**config.mk**
```make
export PLATFORM = sky130hd
export DESIGN_NAME = peripheral_clock_select
export DESIGN_NICKNAME = d
export VERILOG_FILES = /design/src/hw/peripheral_clock_select.v /design/src/hw/tick_divider.v /design/src/hw/axil_reg_port.v
export VERILOG_INCLUDE_DIRS = /design/src /design/src/inc
export SDC_FILE = /design/constraint.sdc
export NUM_CORES = 1
export LEC_CHECK = 0
export ABC_AREA = 1
export BUFFER_PORTS_ARGS = -buffer_cell sky130_fd_sc_hd__buf_2
export CORE_MARGIN = 4
export CORE_UTILIZATION = 60
export CTS_BUF_LIST = sky130_fd_sc_hd__clkbuf_4
export DETAILED_ROUTE_END_ITERATION = 10
export PLACE_DENSITY = 0.82
export SLEW_MARGIN = 20
export SYNTH_ARGS = -nofsm -noshare
export SYNTH_HDL_FRONTEND = slang
export SYNTH_SLANG_ARGS = --single-unit
```
**constraint.sdc**
```tcl
create_clock -name clk -period 1.9 [get_ports clk]
set_input_delay 0.19 -clock clk [delete_from_list [all_inputs] [get_ports clk]]
set_output_delay 0.19 -clock clk [all_outputs]
set_load 0.02 [all_outputs]
```
**src/inc/clock_select_map.vh**
```
// Purpose: register map, field positions, reset values and cycle counts
//          of the peripheral clock select block
// Assumes: included by bare name from the hw/ design files
// Notes:   byte address of a register is four times its index
`ifndef CLOCK_SELECT_MAP_VH
`define CLOCK_SELECT_MAP_VH

// ****************************************************************
// register indices and address width
// ****************************************************************
`define IDX_CONTROL_A        8'h8F
`define IDX_CONTROL_B        8'hAF
`define IDX_PRESCALE         8'hAE
`define IDX_STATUS           8'hF0
`define ADDR_WIDTH           12

// ****************************************************************
// field positions of peripheral_clock_control_a
// ****************************************************************
`define BIT_CORE_DOUBLE      0
`define BIT_TIMER0_SEL       1
`define BIT_TIMER1_SEL       2
`define BIT_TIMER2_SEL       3
`define BIT_UART_SEL         4
`define BIT_COUNTER_SEL      5
`define BIT_WATCHDOG_SEL     6
`define BIT_TWO_WIRE_SEL     7

// ****************************************************************
// field positions of peripheral_clock_control_b and prescale register
// ****************************************************************
`define BIT_SPI_SEL          0
`define PRESCALE_MSB         7
`define PRESCALE_LSB         4

// ****************************************************************
// reset values
// ****************************************************************
`define RESET_CONTROL_A      7'h00
`define RESET_CONTROL_B      1'b0
`define RESET_PRESCALE_FAST  4'h0
`define RESET_PRESCALE_COMPAT 4'h5

// ****************************************************************
// system clocks per core cycle
// ****************************************************************
`define CORE_COMPAT_SLOW     6'h0C
`define CORE_COMPAT_DOUBLE   6'h06
`define CORE_FAST_SLOW       6'h02
`define CORE_FAST_DOUBLE     6'h01

// ****************************************************************
// counter array count sources and bus responses
// ****************************************************************
`define SOURCE_PRESCALED     2'b00
`define SOURCE_PLAIN         2'b01
`define RESP_OKAY            2'b00
`define RESP_SLVERR          2'b10

`endif

```
**src/hw/peripheral_clock_select.v**
```verilog
// Purpose: per-peripheral clock-rate selection and core cycle ticks
// Assumes: peripherals take ticks as enables in the system clock domain
// Notes:   registers reached over AXI4-Lite, byte address = 4 x index
`timescale 1ns/10ps
`include "clock_select_map.vh"

// Contract
// two-wire select only affects master clock
// compat serial selects: one or two clocks
// compat timer selects: prescale+1 or double
// fast mode: one clock or prescale+1
// watchdog select scales watchdog timeout
// counter array rate follows count source
// UART select affects serial modes 0, 2
// timer 2 select sets up/down rate
// timer 0/1 selects affect own timer
// compat core: 12 or 6 clocks
// fast core: 2 or 1 clocks
// double-speed bit resets from fuse
// SPI select is bit 0, master only
// second register resets select to zero
// first register bit layout, zero reset; bit 0 resets from the fuse
// prescale default 0000 fast, 0101 compat
// ticks are single-cycle enable pulses
// changes apply at next tick boundary
module peripheral_clock_select (
	// clock, reset and clock enable
	input  wire                    clk,
	input  wire                    rst_b,
	input  wire                    ce,
	// global mode and configuration fuse
	input  wire                    fast_mode,
	input  wire                    double_speed_fuse,
	// peripheral operating state
	input  wire                    two_wire_master,
	input  wire                    spi_master,
	input  wire [1:0]              uart_mode,
	input  wire [1:0]              counter_array_source,
	// AXI4-Lite write address and data
	input  wire [`ADDR_WIDTH-1:0]  awaddr,
	input  wire                    awvalid,
	output wire                    awready,
	input  wire [31:0]             wdata,
	input  wire [3:0]              wstrb,
	input  wire                    wvalid,
	output wire                    wready,
	// AXI4-Lite write response
	output wire [1:0]              bresp,
	output wire                    bvalid,
	input  wire                    bready,
	// AXI4-Lite read
	input  wire [`ADDR_WIDTH-1:0]  araddr,
	input  wire                    arvalid,
	output wire                    arready,
	output wire [31:0]             rdata,
	output wire [1:0]              rresp,
	output wire                    rvalid,
	input  wire                    rready,
	// peripheral ticks
	output wire                    two_wire_tick,
	output wire                    watchdog_tick,
	output wire                    counter_array_tick,
	output wire                    uart_tick,
	output wire                    timer2_tick,
	output wire                    timer1_tick,
	output wire                    timer0_tick,
	output wire                    spi_tick,
	output wire                    core_cycle_tick
);

	localparam NUM_TICKS = 9;

	// ****************************************************************
	// functions
	// ****************************************************************

	// register index from a byte address
	function [7:0] reg_index;
		input [`ADDR_WIDTH-1:0] addr;
		begin
			reg_index = addr[9:2];
		end
	endfunction

	// true when the address names a mapped register
	function mapped;
		input [`ADDR_WIDTH-1:0] addr;
		reg [7:0] idx;
		begin
			idx = reg_index(addr);
			mapped = (addr[1:0] == 2'b00) &&
				(addr[`ADDR_WIDTH-1:10] == 2'b00) &&
				(idx == `IDX_CONTROL_A || idx == `IDX_CONTROL_B ||
				 idx == `IDX_PRESCALE || idx == `IDX_STATUS);
		end
	endfunction

	// system clocks per peripheral tick
	function [5:0] div_period;
		input       fast;
		input       sel;
		input       scaled;
		input       dbl;
		input [3:0] pre;
		reg   [5:0] pre_plus;
		begin
			pre_plus = {2'b00, pre} + 6'h01;
			if (fast)
				div_period = sel ? pre_plus : 6'h01;
			else if (scaled)
				div_period = sel ? {pre_plus[4:0], 1'b0}
					: pre_plus;
			else
				div_period = (sel && dbl) ? 6'h02 : 6'h01;
		end
	endfunction

	// ****************************************************************
	// registers
	// ****************************************************************
	reg  [7:1] select_a;
	reg        core_double_speed;
	reg        spi_master_clock_select;
	reg  [3:0] timer_prescale_value;

	wire       wr_en;
	wire [`ADDR_WIDTH-1:0] wr_addr;
	wire [31:0] wr_data;
	wire [3:0] wr_strb;
	wire [`ADDR_WIDTH-1:0] rd_addr;
	reg  [31:0] rd_data;
	wire [7:0] wr_idx = reg_index(wr_addr);
	wire       wr_byte = wr_en & wr_strb[0] & mapped(wr_addr);

	wire two_wire_clock_select      = select_a[`BIT_TWO_WIRE_SEL];
	wire watchdog_clock_select      = select_a[`BIT_WATCHDOG_SEL];
	wire counter_array_clock_select = select_a[`BIT_COUNTER_SEL];
	wire uart_clock_select          = select_a[`BIT_UART_SEL];
	wire timer2_clock_select        = select_a[`BIT_TIMER2_SEL];
	wire timer1_clock_select        = select_a[`BIT_TIMER1_SEL];
	wire timer0_clock_select        = select_a[`BIT_TIMER0_SEL];

	always @(posedge clk) begin
		if (!rst_b) begin
			select_a                <= `RESET_CONTROL_A;
			core_double_speed       <= double_speed_fuse;
			spi_master_clock_select <= `RESET_CONTROL_B;
			timer_prescale_value    <= fast_mode
				? `RESET_PRESCALE_FAST
				: `RESET_PRESCALE_COMPAT;
		end else if (ce && wr_byte) begin
			case (wr_idx)
				`IDX_CONTROL_A: begin
					select_a          <= wr_data[7:1];
					core_double_speed <= wr_data[`BIT_CORE_DOUBLE];
				end
				`IDX_CONTROL_B: begin
					spi_master_clock_select <=
						wr_data[`BIT_SPI_SEL];
				end
				`IDX_PRESCALE: begin
					timer_prescale_value <=
						wr_data[`PRESCALE_MSB:`PRESCALE_LSB];
				end
				default: begin
				end
			endcase
		end
	end

	// ****************************************************************
	// tick periods
	// ****************************************************************
	reg  [5:0] core_period;
	reg  [5:0] counter_period;
	wire [5:0] two_wire_period;
	wire [5:0] uart_period;
	wire [5:0] spi_period;
	wire       uart_rate_mode = (uart_mode == 2'b00) || (uart_mode == 2'b10);

	// select only matters while the two-wire block drives the clock
	assign two_wire_period = two_wire_master
		? div_period(fast_mode, two_wire_clock_select, 1'b0,
			core_double_speed, timer_prescale_value)
		: 6'h01;

	// baud rate select only in modes 0 and 2
	assign uart_period = uart_rate_mode
		? div_period(fast_mode, uart_clock_select, 1'b0,
			core_double_speed, timer_prescale_value)
		: 6'h01;

	assign spi_period = spi_master
		? div_period(fast_mode, spi_master_clock_select, 1'b0,
			core_double_speed, timer_prescale_value)
		: 6'h01;

	// in compat mode source 01 halves on its select alone, other sources are prescaled
	always @* begin
		if (counter_array_source == `SOURCE_PLAIN)
			counter_period = div_period(fast_mode,
				counter_array_clock_select, 1'b0,
				1'b1, timer_prescale_value);
		else
			counter_period = div_period(fast_mode,
				counter_array_clock_select, 1'b1,
				core_double_speed, timer_prescale_value);
	end

	always @* begin
		case ({fast_mode, core_double_speed})
			2'b00:   core_period = `CORE_COMPAT_SLOW;
			2'b01:   core_period = `CORE_COMPAT_DOUBLE;
			2'b10:   core_period = `CORE_FAST_SLOW;
			2'b11:   core_period = `CORE_FAST_DOUBLE;
			default: core_period = `CORE_COMPAT_SLOW;
		endcase
	end

	wire [6*NUM_TICKS-1:0] periods = {
		core_period,
		spi_period,
		div_period(fast_mode, timer0_clock_select, 1'b1,
			core_double_speed, timer_prescale_value),
		div_period(fast_mode, timer1_clock_select, 1'b1,
			core_double_speed, timer_prescale_value),
		div_period(fast_mode, timer2_clock_select, 1'b1,
			core_double_speed, timer_prescale_value),
		uart_period,
		counter_period,
		div_period(fast_mode, watchdog_clock_select, 1'b1,
			core_double_speed, timer_prescale_value),
		two_wire_period
	};

	// ****************************************************************
	// tick generators
	// ****************************************************************
	wire [NUM_TICKS-1:0] ticks;

	genvar gi;
	generate
		for (gi = 0; gi < NUM_TICKS; gi = gi + 1) begin : gen_tick
			tick_divider u_div (
				.clk    (clk),
				.rst_b  (rst_b),
				.ce     (ce),
				.period (periods[6*gi+5:6*gi]),
				.tick   (ticks[gi])
			);
		end
	endgenerate

	assign two_wire_tick      = ticks[0];
	assign watchdog_tick      = ticks[1];
	assign counter_array_tick = ticks[2];
	assign uart_tick          = ticks[3];
	assign timer2_tick        = ticks[4];
	assign timer1_tick        = ticks[5];
	assign timer0_tick        = ticks[6];
	assign spi_tick           = ticks[7];
	assign core_cycle_tick    = ticks[8];

	// ****************************************************************
	// read decode
	// ****************************************************************
	always @* begin
		rd_data = 32'h0000_0000;
		case (reg_index(rd_addr))
			`IDX_CONTROL_A:
				rd_data[7:0] = {select_a, core_double_speed};
			`IDX_CONTROL_B:
				rd_data[`BIT_SPI_SEL] = spi_master_clock_select;
			`IDX_PRESCALE:
				rd_data[`PRESCALE_MSB:`PRESCALE_LSB] = timer_prescale_value;
			`IDX_STATUS:
				rd_data[7:0] = {fast_mode, two_wire_master, spi_master,
					core_period[4:0]};
			default:
				rd_data = 32'h0000_0000;
		endcase
	end

	// ****************************************************************
	// bus slave
	// ****************************************************************
	axil_reg_port u_port (
		.clk     (clk),
		.rst_b   (rst_b),
		.ce      (ce),
		.awaddr  (awaddr),
		.awvalid (awvalid),
		.awready (awready),
		.wdata   (wdata),
		.wstrb   (wstrb),
		.wvalid  (wvalid),
		.wready  (wready),
		.bresp   (bresp),
		.bvalid  (bvalid),
		.bready  (bready),
		.araddr  (araddr),
		.arvalid (arvalid),
		.arready (arready),
		.rdata   (rdata),
		.rresp   (rresp),
		.rvalid  (rvalid),
		.rready  (rready),
		.wr_en   (wr_en),
		.wr_addr (wr_addr),
		.wr_data (wr_data),
		.wr_strb (wr_strb),
		.wr_ok   (mapped(wr_addr) && reg_index(wr_addr) != `IDX_STATUS),
		.rd_addr (rd_addr),
		.rd_data (rd_data),
		.rd_ok   (mapped(rd_addr))
	);

endmodule

```
**src/hw/tick_divider.v**
```verilog
// Purpose: divides the system clock into single-cycle tick pulses
// Assumes: period is at least one
// Notes:   a new period is taken only at a tick boundary
`timescale 1ns/10ps

module tick_divider (
	// clock and reset
	input  wire       clk,
	input  wire       rst_b,
	input  wire       ce,
	// requested period in system clocks
	input  wire [5:0] period,
	// tick out
	output reg        tick
);

	reg [5:0] count;
	reg [5:0] cur_period;

	// ****************************************************************
	// counter, reloads the period only when a tick is produced
	// ****************************************************************
	always @(posedge clk) begin
		if (!rst_b) begin
			count      <= 6'h00;
			cur_period <= 6'h01;
			tick       <= 1'b0;
		end else if (ce) begin
			if (count == cur_period - 6'h01) begin
				count      <= 6'h00;
				cur_period <= period;
				tick       <= 1'b1;
			end else begin
				count <= count + 6'h01;
				tick  <= 1'b0;
			end
		end
	end

endmodule

```
**src/hw/axil_reg_port.v**
```verilog
// Purpose: AXI4-Lite slave front end for a small register file
// Assumes: one write and one read at most under way
// Notes:   write and read answers come from flip-flops
`timescale 1ns/10ps
`include "clock_select_map.vh"

module axil_reg_port (
	// clock and reset
	input  wire                    clk,
	input  wire                    rst_b,
	input  wire                    ce,
	// write address and data
	input  wire [`ADDR_WIDTH-1:0]  awaddr,
	input  wire                    awvalid,
	output reg                     awready,
	input  wire [31:0]             wdata,
	input  wire [3:0]              wstrb,
	input  wire                    wvalid,
	output reg                     wready,
	// write response
	output reg  [1:0]              bresp,
	output reg                     bvalid,
	input  wire                    bready,
	// read address and data
	input  wire [`ADDR_WIDTH-1:0]  araddr,
	input  wire                    arvalid,
	output reg                     arready,
	output reg  [31:0]             rdata,
	output reg  [1:0]              rresp,
	output reg                     rvalid,
	input  wire                    rready,
	// register file side
	output wire                    wr_en,
	output reg  [`ADDR_WIDTH-1:0]  wr_addr,
	output reg  [31:0]             wr_data,
	output reg  [3:0]              wr_strb,
	input  wire                    wr_ok,
	output wire [`ADDR_WIDTH-1:0]  rd_addr,
	input  wire [31:0]             rd_data,
	input  wire                    rd_ok
);

	reg  aw_held;
	reg  w_held;
	wire aw_take = awvalid & awready;
	wire w_take  = wvalid & wready;
	wire ar_take = arvalid & arready;
	wire next_aw_held = aw_held ? ~wr_en : aw_take;
	wire next_w_held  = w_held ? ~wr_en : w_take;
	wire next_rvalid  = rvalid ? ~rready : ar_take;

	assign wr_en   = aw_held & w_held & ~bvalid & ce;
	assign rd_addr = araddr;

	// ****************************************************************
	// write channels, address and data taken in either order
	// ****************************************************************
	always @(posedge clk) begin
		if (!rst_b) begin
			aw_held <= 1'b0;
			w_held  <= 1'b0;
			awready <= 1'b0;
			wready  <= 1'b0;
			bvalid  <= 1'b0;
			bresp   <= `RESP_OKAY;
			wr_addr <= {`ADDR_WIDTH{1'b0}};
			wr_data <= 32'h0000_0000;
			wr_strb <= 4'h0;
		end else if (ce) begin
			if (aw_take)
				wr_addr <= awaddr;
			if (w_take) begin
				wr_data <= wdata;
				wr_strb <= wstrb;
			end
			aw_held <= next_aw_held;
			w_held  <= next_w_held;
			awready <= ~next_aw_held;
			wready  <= ~next_w_held;
			if (wr_en) begin
				bvalid <= 1'b1;
				bresp  <= wr_ok ? `RESP_OKAY : `RESP_SLVERR;
			end else if (bready)
				bvalid <= 1'b0;
		end
	end

	// ****************************************************************
	// read channel, data registered on address acceptance
	// ****************************************************************
	always @(posedge clk) begin
		if (!rst_b) begin
			arready <= 1'b0;
			rvalid  <= 1'b0;
			rdata   <= 32'h0000_0000;
			rresp   <= `RESP_OKAY;
		end else if (ce) begin
			rvalid  <= next_rvalid;
			arready <= ~next_rvalid;
			if (ar_take) begin
				rdata <= rd_data;
				rresp <= rd_ok ? `RESP_OKAY : `RESP_SLVERR;
			end
		end
	end

endmodule

```
==> results of run 1 <==
[layout make-up]
type | count | area [µm²] | area share
multi-input cells | 1115 | 5510 | 0.477
flip-flops and latches | 163 | 3330 | 0.288
repair buffers | 166 | 1250 | 0.108
inverters | 239 | 900 | 0.0779
well taps | 216 | 270 | 0.0234
clock inverters | 15 | 164 | 0.0142
clock buffers | 17 | 128 | 0.0111
[tightest hold or removal path, cell delays in order]
cell and delay (ns):
buf_2 0.13, nand3_1 0.08, nand3_1 0.06, nand2_1 0.09, a21oi_1 0.06
[sequential cells by signal (all words and copies together) (netlist names)]
signal                     flops
u_port.rdata                   8
u_port.bresp                   1
u_port.wr_strb                 1
u_port.awready                 1
u_port.rresp                   1
u_port.rvalid                  1
u_port.wr_data                 8
gen_tick.u_div.count          54
core_double_speed              1
gen_tick.u_div.cur_period     49
u_port.bvalid                  1
select_a                       7
u_port.wready                  1
gen_tick.u_div.tick            9
div_period.pre                 4
u_port.arready                 1
u_port.w_held                  1
u_port.wr_addr                12
spi_master_clock_select        1
u_port.aw_held                 1
[how the worst max path moves through the flow]
stage	startpoint	endpoint	slack, ns	cells past startpoint
2_1_floorplan	gen_tick[2].u_div.cur_period[0]	gen_tick[2].u_div.cur_period[3]	0.21	13
3_3_place_gp	gen_tick[1].u_div.cur_period[0]	gen_tick[1].u_div.count[0]	0.05	9
3_5_place_dp	gen_tick[2].u_div.cur_period[0]	gen_tick[2].u_div.cur_period[4]	-0.02	12
4_1_cts	gen_tick[2].u_div.cur_period[0]	gen_tick[2].u_div.cur_period[3]	0.03	12
5_1_grt	gen_tick[4].u_div.cur_period[0]	gen_tick[4].u_div.cur_period[5]	-0.11	13
6_report	gen_tick[4].u_div.cur_period[0]	gen_tick[4].u_div.cur_period[5]	0.07	13
[report_power, final]
| group | internal (mW) | switching, mW |
|---|---|---|
| logic | 3.09 | 4.99 |
| clock network | 0.716 | 1.41 |
| registers | 4.10 | 0.538 |
[layer usage]
metal	track usage	vias to the layer above
met5	0	-
met4	0.0784	0
met3	0.0459	45
met2	0.466	301
met1	0.339	4531
li1	-	5164
[cells in the mapped netlist, types with 3 or more instances]
| cell type | number | area share |
|---|---|---|
| buf_4 | 31 | 0.024 |
| nand2_2 | 5 | 0.0032 |
| nand4_1 | 45 | 0.028 |
| nand2_1 | 454 | 0.17 |
| clkbuf_1 | 22 | 0.0084 |
| nor4_1 | 4 | 0.0025 |
| xor2_1 | 33 | 0.029 |
| nor3_1 | 20 | 0.010 |
| xnor2_1 | 13 | 0.012 |
| nor2_1 | 162 | 0.062 |
| ha_1 | 22 | 0.028 |
| inv_2 | 13 | 0.0049 |
| buf_1 | 7 | 0.0027 |
| nor2_4 | 4 | 0.0046 |
| o21bai_1 | 4 | 0.0030 |
| nand3_2 | 6 | 0.0061 |
| dfxtp_1 | 158 | 0.32 |
| edfxtp_1 | 5 | 0.015 |
| a21oi_1 | 93 | 0.047 |
| o21ai_0 | 69 | 0.035 |
| nand3_1 | 118 | 0.060 |
| nor2_2 | 12 | 0.0076 |
| a211oi_1 | 3 | 0.0023 |
| buf_6 | 3 | 0.0034 |
| nand4_2 | 3 | 0.0038 |
| buf_2 | 9 | 0.0046 |
| inv_1 | 226 | 0.086 |
| o211ai_1 | 3 | 0.0023 |
[cells by family after synthesis]
logic type / Yosys count / share of synthesized area
fa+ha+maj: 22 / 0.0279
flops: 163 / 0.335
buf+inv: 311 / 0.133
other cells: 1 / 0.000380
simple gates: 840 / 0.367
xor+xnor: 47 / 0.0424
compound gates: 178 / 0.0936
[metrics by stage]
| stage | area (µm²) | power, mW | cells |
|---|---|---|---|
| floorplan | 9970 | 10.2 | 1587 |
| global placement | 10500 | 11.4 | 1832 |
| detailed placement | 10500 | 11.6 | 1832 |
| CTS | 11300 | 13.9 | 1912 |
| global route | 11500 | 16.2 | 1931 |
| finish | 11500 | 14.8 | 1931 |
[timing repair]
action | in CTS | in global routing
hold endpoints to repair | 31 | 0
resized for setup | 4 | 42
pin swaps | 0 | 16
gates cloned | 0 | 2
hold buffers | 48 | 0
buffers inserted | 0 | 17
endpoints found under the setup margin | 15 | 87
==> results.ini, run 1 <==
[place]
routabilityCongestion = 0.892
dp_hpwl_um = 16500
place_ws_ns = -0.0186
io_buffers = 71

[worst_hold_path]
min_delay_path_depth = 5
worstHoldStart = two_wire_master
hold_path_end = u_port.rdata[6]
hp-class = in -> reg

[route]
firstDrtPassIters = 5
vias_per_cell = 5.20
met1_length_um = 11000
wl_met2_um = 12100
dr_wl_met3_um = 1370
wl_per_cell_um = 12.9
vias = 10041
drtAntennaViolNets = 0
top_layer_used = met4
drc_errors = 0
postRouteWirelength_um = 24900
drt_iter0_markers = 794

[clock_network]
cts_max_path_buffers = 2
clock_latency_ns = 0.59
cts.sinks = 163
cts_tree = built
clk_pin_slew_worst_paths_ns = 0.16
h-tree-depth = 4
cts_buffers = 17
root_buffer = clkbuf_4

[synthesis]
yosysWarnings = 0
ys_types = 40
syn_area_um2 = 9880
ys_seq_area_frac = 0.335
synth_area_per_cell_um2 = 6.32
synthArstFlopShare = 0
synth_edf_count = 5
ys_dominant_reg_cell = dfxtp_1
ys_ff_latch = 163
syn_inst = 1562

[worst_setup_path]
criticalPathCategory = reg -> reg
required_ns = 2.38
start_kind = register
reg2reg_slack_ns = 0.07
crit_arrival_ns = 2.31
critPathBufInv = 3
rr_startpoint = gen_tick[4].u_div.cur_period[0]
worstPathCellList = inv_2, ha_1, inv_1, nand2_1, nand2_2, inv_1, nand2_1, nor2_1, nand2_1, nor2_1, nand4_1, nand2_1, nor2_1
slowest_delay_ns = 0.36
crit_top_cell = nand2_1
critPathSlowestCell = dfxtp_2
reg2regPathDepth = 13
endpoint_kind = register
r2r-end = gen_tick[4].u_div.cur_period[5]
path_max_fanout = 5
crit_family = simple AND/OR/NAND/NOR gates

[timing]
worstMarginPinSlew_ns = 0.535
fin_skew_ns = 0.0281
hold_viol = 0
finalCritPeriodShare = 0.963
fin_tns_setup_ns = 0
period_minus_slack_ns = 1.83
timing.slew.headroom = 0.642
hold_slack_ns = 0.0608
setup_viol = 0
max_freq_mhz = 546
rsz0062_at_grt = true
drv_slew = 0
fin_ws_ns = 0.0700

[floorplanning]
die_area_um2 = 18600
die_h_um = 136
core_um2 = 16000
ios = 126
rows = 46
initial_utilization = 0.617
dieWidth_um = 136

[grt]
overflow = 0
grt_max_degree = 74
grt_pass1_vias = 9094
antenna_found_initial = 0
grt_pass1_wl_um = 40800
grt.total_usage = 0.267

[layout]
final_common_cell = nand2_1
layout.nets = 1800
drive_gt1_frac = 0.132
final_cell_mix = 448 x nand2_1, 226 x inv_1, 155 x nor2_1, 148 x dfxtp_1, 115 x nand3_1
area_growth_pct = 16.9
nFillCells = 1333
diodes = 0
final_util = 0.722

[flow_run]
drv_cap = 0

[outcome]
status = completed

[power_and_ir_drop]
peakVddDrop_mv = 0.745
powerDensity_nw_per_um2 = 1290
p_leak_nw = 5.77

Note: power is estimated with default switching activity, not from simulation.
==> run 2: changes to the inputs <==
--- a/config.mk
+++ b/config.mk
@@ -9,10 +9,10 @@
 export ABC_AREA = 1
 export BUFFER_PORTS_ARGS = -buffer_cell sky130_fd_sc_hd__buf_2
 export CORE_MARGIN = 4
-export CORE_UTILIZATION = 60
+export CORE_UTILIZATION = 52
 export CTS_BUF_LIST = sky130_fd_sc_hd__clkbuf_4
 export DETAILED_ROUTE_END_ITERATION = 10
-export PLACE_DENSITY = 0.82
+export PLACE_DENSITY = 0.73
 export SLEW_MARGIN = 20
 export SYNTH_ARGS = -nofsm -noshare
 export SYNTH_HDL_FRONTEND = slang
==> run 2 against run 1 <==
Against the previous run:
- sequential cell count stayed put
- combinational power is 2.6% lower
- core utilization is 11 points lower
- hold slack worse by 0.019 ns
- routed wire length is 0.31% higher
- via count is 1.7% lower
- critical path depth is 1 lower
- highest routed layer unchanged
==> results.ini, run 2 (synthesized netlist as in run 1, its figures left out) <==
[timing]
hold_viol = 0
timing.slew.headroom = 0.665
worstMarginPinSlew_ns = 0.501
fin_ws_ns = 0.126
fin_skew_ns = 0.0199
setup_viol = 0
finalCritPeriodShare = 0.934
drv_slew = 0
period_minus_slack_ns = 1.77
max_freq_mhz = 564

[layout]
multi_input_area_um2 = 5540
final_common_cell = nand2_1
final_cell_mix = 451 x nand2_1, 225 x inv_1, 156 x nor2_1, 148 x dfxtp_1, 115 x nand3_1
layout.nets = 1791
seq_area_um2 = 3330
largest_register_ffs = 54
nFillCells = 1780
drive_gt1_frac = 0.130
top_regs = gen_tick.u_div.count (54), gen_tick.u_div.cur_period (49), u_port.wr_addr (12)
fin_area_um2 = 11500
final_util = 0.616
top_register = gen_tick.u_div.count
area_growth_pct = 16.7

[worst_setup_path]
crit_arrival_ns = 2.28
required_ns = 2.40
rr_startpoint = gen_tick[4].u_div.cur_period[0]
reg2regPathDepth = 12
path_max_fanout = 5
reg2reg_slack_ns = 0.13
start_kind = register
r2r-end = gen_tick[4].u_div.cur_period[2]
criticalPathCategory = reg -> reg
endpoint_kind = register
critPathLaunch = gen_tick[4].u_div.cur_period[0]

[flow_run]
drv_cap = 0

[outcome]
status = completed

[clock_network]
cts_tree = built
cts.sinks = 163
h-tree-depth = 4
cts_buffers = 17
clock_latency_ns = 0.60
cts_max_path_buffers = 2
root_buffer = clkbuf_4
clk_pin_slew_worst_paths_ns = 0.14

[power_and_ir_drop]
switchingPower_mw = 6.74
pwr-share-seq = 0.321
pwr-share-comb = 0.546
p_leak_nw = 5.72
switching_share = 0.467
peakVddDrop_mv = 0.569
total_power_mw = 14.4
power_frac_clock = 0.132
power.internal_mw = 7.68
powerDensity_nw_per_um2 = 1250

[place]
io_buffers = 71
dp_hpwl_um = 17300
dpl-instance-area_um2 = 10600
place_ws_ns = 0.0210
routabilityCongestion = 0.869

[route]
postRouteWirelength_um = 25000
drc_errors = 0
vias = 9871
drt_iter0_markers = 602
vias_per_cell = 5.09
drtAntennaViolNets = 0
wl_per_cell_um = 12.9
firstDrtPassIters = 5

[worst_hold_path]
min_delay_path_depth = 5
hold_path_end = gen_tick[3].u_div.cur_period[0]
worstHoldStart = uart_mode[0]
hp-class = in -> reg

[grt]
grt_max_degree = 60
antenna_found_initial = 1
overflow = 0
grt.total_usage = 0.228
grt_pass1_wl_um = 40800
grt_pass1_vias = 8802

[floorplanning]
rows = 50
ios = 126
die_area_um2 = 21300
dieWidth_um = 146
core_um2 = 18700
die_h_um = 146
initial_utilization = 0.528

run 2: cell type report:
class	count	share of cell area
multi-input cells	1115	0.480
flip-flops and latches	163	0.289
repair buffers	157	0.106
inverters	239	0.0780
well taps	234	0.0254
clock buffers	19	0.0124
clock inverters	13	0.00879
diodes	1	0.000217
run 2: what timing repair did:
| item | 4_1_cts | 5_1_grt |
|---|---|---|
| pin swaps | 0 | 12 |
| hold buffers | 45 | 0 |
| endpoints found under the hold margin | 37 | 0 |
| setup endpoints to repair | 3 | 76 |
| resized for setup | 2 | 41 |
| gates cloned | 0 | 3 |
| setup buffers | 0 | 5 |
run 2: power by group through the flow:
stage | clock network [mW] | registers (mW) | logic, mW
2_1_floorplan | 0 | 4.67 | 5.56
3_3_place_gp | 0 | 4.67 | 6.84
3_5_place_dp | 0 | 4.68 | 6.96
4_1_cts | 1.96 | 4.61 | 7.10
5_1_grt | 2.07 | 4.72 | 9.01
6_report | 1.91 | 4.64 | 7.88
run 2: worst max-delay path: stages (launching register included):
cell	delay, ns
dfxtp_2	0.38
inv_4	0.06
ha_4	0.26
inv_1	0.03
nand2_1	0.05
nand2_1	0.06
nor2_1	0.10
nand3_1	0.10
nor2_2	0.15
nand4_4	0.16
clkbuf_16	0.20
nor2_1	0.08
nor2_1	0.05
run 2: worst max path at each step:
stage	to	slack (ns)	cells past startpoint
floorplan	gen_tick[2].u_div.cur_period[3]	0.21	13
global placement	gen_tick[2].u_div.cur_period[3]	0.06	12
detailed placement	gen_tick[5].u_div.count[5]	0.02	11
CTS	gen_tick[1].u_div.count[3]	0.007	9
global route	gen_tick[4].u_div.cur_period[3]	-0.02	13
finish	gen_tick[4].u_div.cur_period[2]	0.13	12
run 2: layer usage:
| metal | vias to the layer above | part of all wire | wire length, µm | global-route usage |
|---|---|---|---|---|
| met1 | 4439 | 0.46 | 11600 | 0.296 |
| met2 | 244 | 0.46 | 11500 | 0.383 |
| met3 | 49 | 0.053 | 1320 | 0.0486 |
| met5 | - | 0 | 0 | 0 |
| met4 | 0 | 0.023 | 571 | 0.0655 |
| li1 | 5139 | - | - | - |
run 2: per-stage QoR:
stage | TNS, ns | instances | hold slack, ns
global placement | 0 | 1855 | 0.435
finish | 0 | 1941 | 0.0417
global route | -0.0396 | 1941 | 0.0560
floorplan | 0 | 1587 | 0.372
detailed placement | 0 | 1855 | 0.438
CTS | 0 | 1932 | 0.00342
